===== src/gptu_pkg.sv =====
// gptu_pkg: constants, register map and pin bundles of the timer unit.
// assumes one 50 MHz clock (pclk) and an APB register port.
`default_nettype none
package gptu_pkg;
	localparam int GPTU_NT = 5;
	localparam int GPTU_TW = 16;
	// timer indices: module one 0..2, module two 3..4
	localparam int IDX_AUX_A = 0;
	localparam int IDX_CORE1 = 1;
	localparam int IDX_AUX_B = 2;
	localparam int IDX_AUX2 = 3;
	localparam int IDX_CORE2 = 4;
	localparam int MOD2_FIRST = 3;
	// register byte offsets
	localparam logic [11:0] OFF_CTL = 12'h000;
	localparam logic [11:0] OFF_CAPCTL = 12'h018;
	localparam logic [11:0] OFF_STATUS = 12'h01C;
	localparam logic [11:0] OFF_VAL = 12'h020;
	localparam logic [11:0] OFF_CAPREG = 12'h034;
	// timer control word fields
	localparam int F_MODE = 0;
	localparam int F_PRE = 3;
	localparam int F_RUN = 6;
	localparam int F_DOWN = 7;
	localparam int F_EXTUD = 8;
	localparam int F_EDGE = 9;
	localparam int F_OUTEN = 11;
	localparam int F_LATCLK = 12;
	localparam int F_TRIG = 13;
	localparam int F_CORERLD = 15;
	// capture control fields
	localparam int C_EDGE = 0;
	localparam int C_SRC = 2;
	localparam int C_CLEAR = 4;
	localparam int CAPCTL_W = 5;
	// reset values
	localparam logic [15:0] CTL_RST = 16'h0000;
	localparam logic [15:0] VAL_RST = 16'h0000;
	localparam logic [4:0] CAPCTL_RST = 5'h00;
	// fastest count step, in system clock cycles
	localparam int DIV1_MIN = 4;
	localparam int DIV2_MIN = 2;
	localparam int PRE_W = 10;

	typedef enum logic [2:0] {
		MODE_TIMER, MODE_COUNTER, MODE_GATE_HI, MODE_GATE_LO,
		MODE_RELOAD, MODE_CAPTURE, MODE_INCR
	} gptu_mode_t;

	typedef struct packed {
		logic [GPTU_NT-1:0] timer_input_pin;
		logic [GPTU_NT-1:0] ext_updown_pin;
		logic capture_input_pin;
	} gptu_pins_t;

	typedef struct packed {
		logic core_one_toggle_out;
		logic core_two_toggle_out;
		logic core_two_ovf;
	} gptu_outs_t;
endpackage : gptu_pkg
`default_nettype wire


===== src/gptu_top.sv =====
// gptu_top: five 16-bit up/down timers in two modules behind APB.
// assumes pins are synchronous-ish levels, sampled on pclk.
`timescale 1ns/1ps
`default_nettype none
module gptu_top (
	input wire logic pclk,
	input wire logic presetn,
	input wire logic psel,
	input wire logic penable,
	input wire logic pwrite,
	input wire logic [11:0] paddr,
	input wire logic [31:0] pwdata,
	output var logic [31:0] prdata,
	output var logic pready,
	output var logic pslverr,
	input wire gptu_pkg::gptu_pins_t pins,
	output var gptu_pkg::gptu_outs_t outs
);
	import gptu_pkg::*;

	logic [15:0] tval [GPTU_NT];
	logic [15:0] tctl [GPTU_NT];
	logic [15:0] ld_val [GPTU_NT];
	logic [GPTU_NT-1:0] ld_en;
	logic [GPTU_NT-1:0] ev_in;
	logic [GPTU_NT-1:0] step;
	logic [GPTU_NT-1:0] down;
	logic [GPTU_NT-1:0] ovf;
	logic [2:0] s_in [GPTU_NT];
	logic [2:0] s_ud [GPTU_NT];
	logic [2:0] s_cap;
	logic [15:0] capreg;
	logic [CAPCTL_W-1:0] capctl;
	logic [PRE_W-1:0] pre_cnt;
	logic latch1;
	logic latch1_d;
	logic latch2;
	logic latch2_d;
	logic cap_fire;
	logic wr;
	logic acc;
	logic hit;
	logic [31:0] next_rdata;

	function automatic logic edge_hit(input logic [1:0] sel,
		input logic now, input logic was);
		return (sel[0] & now & ~was) | (sel[1] & ~now & was);
	endfunction : edge_hit

	// shared prescaler base
	always_ff @(posedge pclk or negedge presetn) begin
		if (!presetn) begin
			pre_cnt <= '0;
		end else begin
			pre_cnt <= pre_cnt + 1'b1;
		end
	end

	// two flops then an edge-detect copy
	always_ff @(posedge pclk or negedge presetn) begin
		if (!presetn) begin
			for (int k = 0; k < GPTU_NT; k++) begin
				s_in[k] <= 3'h0;
				s_ud[k] <= 3'h0;
			end
			s_cap <= 3'h0;
		end else begin
			for (int k = 0; k < GPTU_NT; k++) begin
				s_in[k] <= {s_in[k][1:0], pins.timer_input_pin[k]};
				s_ud[k] <= {s_ud[k][1:0], pins.ext_updown_pin[k]};
			end
			s_cap <= {s_cap[1:0], pins.capture_input_pin};
		end
	end

	for (genvar i = 0; i < GPTU_NT; i++) begin : g_tmr
		localparam bit MOD1 = (i < MOD2_FIRST);
		localparam logic [PRE_W-1:0] SLOT =
			PRE_W'((MOD1 ? DIV1_MIN : DIV2_MIN) - 1);
		gptu_mode_t mode;
		logic [PRE_W-1:0] mask;
		logic slot;
		logic tick;
		logic timed;
		logic lat;
		logic lat_d;
		logic cnt_ev;
		logic qa;
		logic qb;
		logic qdown;
		logic raw_ev;
		logic raw_dn;
		logic pend;
		logic pend_dn;
		logic hit_val;

		assign mode = gptu_mode_t'(tctl[i][F_MODE +: 3]);
		// divide base is 4 or 2 cycles
		assign mask = PRE_W'(((MOD1 ? DIV1_MIN : DIV2_MIN)
			<< tctl[i][F_PRE +: 3]) - 1);
		assign slot = (pre_cnt & SLOT) == SLOT;
		assign tick = (pre_cnt & mask) == mask;
		assign ev_in[i] = edge_hit(tctl[i][F_EDGE +: 2], s_in[i][1],
			s_in[i][2]);
		assign lat = MOD1 ? latch1 : latch2;
		assign lat_d = MOD1 ? latch1_d : latch2_d;
		assign cnt_ev = tctl[i][F_LATCLK] ?
			edge_hit(tctl[i][F_EDGE +: 2], lat, lat_d) : ev_in[i];
		// quadrature: A on timer pin, B on updown pin
		assign qa = tctl[i][F_EDGE] & (s_in[i][1] ^ s_in[i][2]);
		assign qb = tctl[i][F_EDGE+1] & (s_ud[i][1] ^ s_ud[i][2]);
		assign qdown = qa ? (s_in[i][1] == s_ud[i][1]) :
			(s_in[i][1] != s_ud[i][1]);

		always_comb begin
			timed = 1'b0;
			raw_ev = 1'b0;
			raw_dn = 1'b0;
			case (mode)
				MODE_TIMER: timed = tick;
				MODE_GATE_HI: timed = tick & s_in[i][1];
				MODE_GATE_LO: timed = tick & ~s_in[i][1];
				MODE_COUNTER: raw_ev = cnt_ev;
				MODE_INCR: begin
					raw_ev = MOD1 & (qa | qb);
					raw_dn = qdown;
				end
				default: timed = 1'b0;
			endcase
		end

		// events held until the next allowed step slot
		always_ff @(posedge pclk or negedge presetn) begin
			if (!presetn) begin
				pend <= 1'b0;
				pend_dn <= 1'b0;
			end else begin
				pend <= slot ? 1'b0 : (pend | raw_ev);
				if (raw_ev) begin
					pend_dn <= raw_dn;
				end
			end
		end

		assign step[i] = tctl[i][F_RUN] &
			(timed | (slot & (pend | raw_ev)));
		assign down[i] = (mode == MODE_INCR) ?
			((raw_ev ? raw_dn : pend_dn) ^ tctl[i][F_DOWN]) :
			(tctl[i][F_DOWN] ^ (tctl[i][F_EXTUD] & s_ud[i][1]));
		assign ovf[i] = step[i] &
			(down[i] ? (tval[i] == 16'h0000) : (tval[i] == 16'hFFFF));
		assign hit_val = wr & (paddr == 12'(OFF_VAL + 4 * i));

		always_ff @(posedge pclk or negedge presetn) begin
			if (!presetn) begin
				tval[i] <= VAL_RST;
			end else if (hit_val) begin
				tval[i] <= pwdata[15:0];
			end else if (ld_en[i]) begin
				tval[i] <= ld_val[i];
			end else if (step[i]) begin
				tval[i] <= down[i] ? tval[i] - 1'b1 : tval[i] + 1'b1;
			end
		end
	end

	// capture trigger for the capture register
	always_comb begin
		case (capctl[C_SRC +: 2])
			2'b00: cap_fire = edge_hit(capctl[C_EDGE +: 2], s_cap[1],
				s_cap[2]);
			2'b01: cap_fire = edge_hit(capctl[C_EDGE +: 2],
				s_in[IDX_CORE1][1], s_in[IDX_CORE1][2]);
			2'b10: cap_fire = edge_hit(capctl[C_EDGE +: 2],
				s_ud[IDX_CORE1][1], s_ud[IDX_CORE1][2]);
			default: cap_fire = edge_hit(capctl[C_EDGE +: 2],
				s_in[IDX_CORE1][1], s_in[IDX_CORE1][2]) |
				edge_hit(capctl[C_EDGE +: 2], s_ud[IDX_CORE1][1],
				s_ud[IDX_CORE1][2]);
		endcase
	end

	// reload request of one aux timer towards core one
	function automatic logic reload_hit(
		input logic [15:0] ctl,
		input logic pin_ev,
		input logic wrap,
		input logic lat_now
	);
		logic fire;
		fire = 1'b0;
		if (gptu_mode_t'(ctl[F_MODE +: 3]) == MODE_RELOAD) begin
			// lat_now is the level before the wrap flips it
			case (ctl[F_TRIG +: 2])
				2'b00: fire = pin_ev;
				2'b01: fire = wrap & ~lat_now;
				2'b10: fire = wrap & lat_now;
				default: fire = wrap;
			endcase
		end
		return fire;
	endfunction : reload_hit

	logic rl_fire_a;
	logic rl_fire_b;

	// each aux picks the transition it answers with its own trigger field
	assign rl_fire_a = reload_hit(tctl[IDX_AUX_A], ev_in[IDX_AUX_A],
		ovf[IDX_CORE1], latch1);
	assign rl_fire_b = reload_hit(tctl[IDX_AUX_B], ev_in[IDX_AUX_B],
		ovf[IDX_CORE1], latch1);

	// hardware loads between timers
	always_comb begin
		ld_en = '0;
		for (int k = 0; k < GPTU_NT; k++) begin
			ld_val[k] = 16'h0000;
		end
		for (int j = IDX_AUX_A; j <= IDX_AUX_B; j += 2) begin
			if (gptu_mode_t'(tctl[j][F_MODE +: 3]) == MODE_CAPTURE &&
				ev_in[j]) begin
				ld_en[j] = 1'b1;
				ld_val[j] = tval[IDX_CORE1];
			end
		end
		// value comes from the aux that fired
		if (rl_fire_a) begin
			ld_en[IDX_CORE1] = 1'b1;
			ld_val[IDX_CORE1] = tval[IDX_AUX_A];
		end

		// aux b is looked at last, so it wins a tie
		if (rl_fire_b) begin
			ld_en[IDX_CORE1] = 1'b1;
			ld_val[IDX_CORE1] = tval[IDX_AUX_B];
		end

		// wrap reloads core two from capture register
		if (tctl[IDX_CORE2][F_CORERLD] && ovf[IDX_CORE2]) begin
			ld_en[IDX_CORE2] = 1'b1;
			ld_val[IDX_CORE2] = capreg;
		end
		if (cap_fire && capctl[C_CLEAR]) begin
			ld_en[IDX_AUX2] = 1'b1;
			ld_val[IDX_AUX2] = 16'h0000;
		end
	end

	// toggle latches and their outputs
	always_ff @(posedge pclk or negedge presetn) begin
		if (!presetn) begin
			latch1 <= 1'b0;
			latch1_d <= 1'b0;
			latch2 <= 1'b0;
			latch2_d <= 1'b0;
			outs <= '0;
		end else begin
			latch1 <= latch1 ^ ovf[IDX_CORE1];
			latch1_d <= latch1;
			latch2 <= latch2 ^ ovf[IDX_CORE2];
			latch2_d <= latch2;
			outs.core_one_toggle_out <= latch1 & tctl[IDX_CORE1][F_OUTEN];
			outs.core_two_toggle_out <= latch2 & tctl[IDX_CORE2][F_OUTEN];
			outs.core_two_ovf <= ovf[IDX_CORE2];
		end
	end

	// capture register
	always_ff @(posedge pclk or negedge presetn) begin
		if (!presetn) begin
			capreg <= VAL_RST;
		end else if (wr && paddr == OFF_CAPREG) begin
			capreg <= pwdata[15:0];
		end else if (cap_fire) begin
			capreg <= tval[IDX_AUX2];
		end
	end

	// apb: zero wait states, read data staged in setup phase
	assign wr = psel & penable & pwrite;
	assign acc = psel & penable;
	assign pready = 1'b1;
	assign pslverr = acc & ~hit;

	always_comb begin
		hit = 1'b0;
		next_rdata = 32'h00000000;
		for (int k = 0; k < GPTU_NT; k++) begin
			if (paddr == 12'(OFF_CTL + 4 * k)) begin
				hit = 1'b1;
				next_rdata = {16'h0000, tctl[k]};
			end
			if (paddr == 12'(OFF_VAL + 4 * k)) begin
				hit = 1'b1;
				next_rdata = {16'h0000, tval[k]};
			end
		end
		if (paddr == OFF_CAPCTL) begin
			hit = 1'b1;
			next_rdata = {27'h0000000, capctl};
		end
		if (paddr == OFF_STATUS) begin
			hit = 1'b1;
			next_rdata = {30'h00000000, latch2, latch1};
		end
		if (paddr == OFF_CAPREG) begin
			hit = 1'b1;
			next_rdata = {16'h0000, capreg};
		end
	end

	always_ff @(posedge pclk or negedge presetn) begin
		if (!presetn) begin
			prdata <= 32'h00000000;
		end else if (psel && !penable && !pwrite) begin
			prdata <= next_rdata;
		end
	end

	always_ff @(posedge pclk or negedge presetn) begin
		if (!presetn) begin
			for (int k = 0; k < GPTU_NT; k++) begin
				tctl[k] <= CTL_RST;
			end
			capctl <= CAPCTL_RST;
		end else if (wr) begin
			for (int k = 0; k < GPTU_NT; k++) begin
				if (paddr == 12'(OFF_CTL + 4 * k)) begin
					tctl[k] <= pwdata[15:0];
				end
			end
			if (paddr == OFF_CAPCTL) begin
				capctl <= pwdata[CAPCTL_W-1:0];
			end
		end
	end
endmodule : gptu_top
`default_nettype wire


===== config.mk =====
export PLATFORM = sky130hd
export DESIGN_NAME = gptu_top
export DESIGN_NICKNAME = d
export VERILOG_FILES = /design/src/gptu_pkg.sv /design/src/gptu_top.sv
export SDC_FILE = /design/constraint.sdc
export NUM_CORES = 1
export LEC_CHECK = 0
export CAP_MARGIN = 30
export CORE_ASPECT_RATIO = 1.75
export CORE_MARGIN = 3
export CORE_UTILIZATION = 45
export CTS_CLUSTER_DIAMETER = 40
export DETAILED_ROUTE_END_ITERATION = 12
export DONT_BUFFER_PORTS = 1
export PLACE_DENSITY = 0.56
export SLEW_MARGIN = 30
export SYNTH_ARGS = -nofsm -noshare
export SYNTH_HDL_FRONTEND = slang
export SYNTH_SLANG_ARGS = --single-unit

===== constraint.sdc =====
create_clock -name pclk -period 5.9 [get_ports pclk]
set_input_delay 0.295 -clock pclk [delete_from_list [all_inputs] [get_ports pclk]]
set_output_delay 0.295 -clock pclk [all_outputs]
set_load 0.1 [all_outputs]

==> load_flow_metrics.sql <==
INSERT INTO impl_metrics (metric_group, metric, value, unit) VALUES
('run_status', 'outcome', 'finished, violations left', ''),
('run_status', 'failed_checks', 'hold timing', ''),
('floorplanning', 'floorplan.die_area', '39420', 'sq um'),
('critical_path', 'crit_start', 'g_tmr[0].lat', ''),
('synth', 'synth-seq-cells', '254', ''),
('critical_path', 'endpoint_arrival_time_on_the_critical_path', '5300', 'ps'),
('critical_path', 'slowest_stage', 'sky130_fd_sc_hd__o41a_1', ''),
('routing', 'post_drt_via_cell_ratio', '6.368', ''),
('sta', 'maxClockFrequency', '204.7', 'MHz'),
('clocking', 'ctsResizeCount', '0', ''),
('finish', 'syn_to_final_growth', '10.64', '%'),
('sta', 'grt_setup_unrepaired', 'false', ''),
('placement', 'hpwlAfterDp', '43.83', 'mm'),
('clocking', 'cts_hold_buffers', '29', ''),
('synth', 'synth-warning-count', '0', ''),
('pwr', 'leakage', '8.033', 'nW'),
('global_routing', 'number_of_antenna_violations_at_the_first_check_in_global_routing', '6', ''),
('routing', 'routed-via-count', '14810', ''),
('floorplanning', 'floorplan.rows', '92', ''),
('clocking', 'number_of_cts_inserted_buffers', '34', ''),
('global_routing', 'first_global_vias', '14510', ''),
('sta', 'hold_vio_cnt_final', '254', ''),
('synth', 'ys_top_cells_by_count', '254 x sky130_fd_sc_hd__dfrtp_1, 171 x sky130_fd_sc_hd__nand2_1, 154 x sky130_fd_sc_hd__nor2_1', ''),
('critical_path', 'critical_path.startpoint_type', 'flop', ''),
('synth', 'netlist_area', '16640', 'sq um'),
('synth', 'post_synth_num_cell_types', '84', ''),
('finish', 'layout.cells.non_filler', '2326', ''),
('synth', 'avgSynthCellArea', '9.056', 'sq um'),
('hold_path', 'path_type_of_the_worst_min_delay_path', 'input pin to asynchronous set/reset pin', ''),
('finish', 'final_layout_size_suffix_gt1_share', '10.75', '%'),
('placement', 'placed_cell_areas', '17000', 'sq um'),
('placement', 'gp_congestion', '0.9832', ''),
('synth', 'synth-xor-area-share', '4.841', '%'),
('sta', 'finalHoldWorstSlack', '-531.7', 'ps'),
('floorplanning', 'fp.coreArea', '36260', 'sq um'),
('placement', 'dpl_worst_slack', '1052', 'ps'),
('synth', 'synth_top_area_share', '38.19', '%'),
('critical_path', 'setup.worst_path.end_class', 'flop', ''),
('synth', 'synth_instances', '1838', ''),
('critical_path', 'cp_max_fo', '16', ''),
('synth', 'dominantRegCellSynth', 'sky130_fd_sc_hd__dfrtp_1', ''),
('sta', 'final_min_period_over_clock_period', '82.79', '%'),
('floorplanning', 'top_level_ports', '97', ''),
('sta', 'setup_viol_count_final', '0', ''),
('sta', 'layout_setup_ws', '1015', 'ps'),
('global_routing', 'grt_pass1_wl', '91.26', 'mm'),
('sta', 'slew_headroom', '29.78', '%'),
('synth', 'yosys-top-cells-area', 'sky130_fd_sc_hd__dfrtp_1 38%, sky130_fd_sc_hd__ha_1 5.5%, sky130_fd_sc_hd__mux2_2 5.3%, sky130_fd_sc_hd__a21oi_1 4.6%, sky130_fd_sc_hd__nand2_1 3.9%', ''),
('sta', 'tightest_slew', '1049', 'ps'),
('pwr', 'power.ir.vdd_worst', '0.1309', 'mV'),
('sta', 'skew', '23.75', 'ps'),
('finish', 'num-nets-final', '1965', ''),
('finish', 'fin_util', '50.79', '%'),
('synth', 'synth_simple_gate_area_share', '15.67', '%'),
('clocking', 'cts.clk_slew.worst_paths', '60', 'ps'),
('sta', 'drv_slew', '0', ''),
('clocking', 'tritoncts', 'done', ''),
('critical_path', 'critical_path_cell_list', 'nor2b_1 > a221o_1 > a32o_1 > or2_2 > a31oi_1 > xor2_1 > buf_4 > ha_1 > a21o_1 > a21oi_1 > o21ai_0 > a311oi_1 > o41a_1 > o21ai_0 > xor2_1 > nand2_1 > xnor2_1 > a221o_1', ''),
('routing', 'total_detailed_routing_wirelength', '61.94', 'mm'),
('synth', 'synth_top_family_by_area', 'compound AO/OA/AOI/OAI gates', ''),
('synth', 'synth_compound_area_share', '21.42', '%'),
('floorplanning', 'die_h', '260.4', 'um'),
('synth', 'synth_sequential_area_ratio', '38.19', '%'),
('finish', 'nFillCells', '3478', ''),
('critical_path', 'cp_data_required_time', '6320', 'ps'),
('pwr', 'power_density', '226.7', 'nW/um^2'),
('routing', 'routedWlPerCell', '26.63', 'um'),
('routing', 'drt_drc_violations_left', '0', ''),
('job', 'total_of_max_cap_violations', '0', ''),
('placement', 'dpl.cell_count', '2232', ''),
('routing', 'drt_iter0_markers', '1218', '');
-- layer usage --
metal	global-route usage (%)	vias to the layer above	wire length, um
met1	34.40	7283	22410
li1	-	6712	-
met2	54.26	590	30860
met3	4.534	223	3311
met5	0	-	27
met4	22.06	4	5326
-- power breakdown --
part | leakage, nW | switching, mW | internal (mW)
Sequential | 3.15 | 0.103 | 1.77
Combinational | 4.35 | 0.151 | 0.0683
Clock | 0.538 | 0.855 | 1.23
-- cell families (layout without fill, tap and decap cells) --
logic type	Yosys count	after routing
simple gates	553	553
compound gates	540	540
flops	254	254
buf+inv	181	180
mux	138	138
xor+xnor	92	92
fa+ha+maj	78	78
other cells	2	21
-- state kept, by name, summed over array words and instances, names as in the netlist, 9 cells and up --
| name | flops |
|---|---|
| tctl | 65 |
| s_ud | 13 |
| capreg | 16 |
| pre_cnt | 9 |
| prdata | 16 |
| g_tmr.mode | 15 |
| s_in | 15 |
| tval | 80 |
-- through the flow --
step | hold slack, ps | power [mW]
floorplan | -0.5911 | 2.058
global placement | 6.367 | 2.065
detailed placement | 7.383 | 2.067
CTS | -557.3 | 4.202
global route | -544.1 | 4.285
finish | -531.7 | 4.175
-- cells in the final DEF, fill, tap and decap left out, types with 11 or more instances in the layout --
master                          instances
sky130_fd_sc_hd__a211oi_1              21
sky130_fd_sc_hd__a21o_1                18
sky130_fd_sc_hd__a21oi_1              153
sky130_fd_sc_hd__a221oi_1              23
sky130_fd_sc_hd__a22oi_1               30
sky130_fd_sc_hd__a31oi_1               23
sky130_fd_sc_hd__and3_1                17
sky130_fd_sc_hd__buf_4                 19
sky130_fd_sc_hd__clkbuf_16             35
sky130_fd_sc_hd__conb_1                17
sky130_fd_sc_hd__dfrtp_1              254
sky130_fd_sc_hd__dlygate4sd3_1         28
sky130_fd_sc_hd__ha_1                  73
sky130_fd_sc_hd__inv_1                 68
sky130_fd_sc_hd__mux2_2                79
sky130_fd_sc_hd__mux2i_1               56
sky130_fd_sc_hd__nand2_1              170
sky130_fd_sc_hd__nand3_1               37
sky130_fd_sc_hd__nand4_1               15
sky130_fd_sc_hd__nor2_1               154
sky130_fd_sc_hd__nor2b_1               25
sky130_fd_sc_hd__nor3_1                38
sky130_fd_sc_hd__nor4_1                11
sky130_fd_sc_hd__o211ai_1              15
sky130_fd_sc_hd__o21ai_0              128
sky130_fd_sc_hd__or3_1                 27
sky130_fd_sc_hd__xnor2_1               58
sky130_fd_sc_hd__xor2_1                34
-- worst paths after layout --
check / endpoint / slack [ps] / cells past startpoint
worst max-delay path: tval[79] / 1020 / 18
worst min-delay path: s_in[10] / -530 / 0
worst max register to register: tval[79] / 1020 / 18
worst min register to register: s_in[13] / 350 / 0
max in group asynchronous: tval[5] / 5910 / 0
min in group pclk: tval[36] / 10 / 2
-- final cells by class --
type	instances	area, sq um	area share (%)
Multi-Input combinational cell	1418	9623	52.26
Antenna cell	4	10.01	0.05436
Timing Repair Buffer	51	465.4	2.528
Inverter	68	255.2	1.386
Clock inverter	17	177.7	0.9648
Sequential cell	254	6356	34.52
Clock buffer	44	939.7	5.103
Tap cell	470	588.1	3.193
-- worst max-delay path, delay by kind of cell, from the launching register on --
kind,cells,cell delay (ps)
fa+ha+maj,1,290
xor+xnor,3,410
flops,1,470
compound gates,10,2750
simple gates,3,620
buf+inv,1,210
Note: power is estimated with default switching activity, not from simulation.
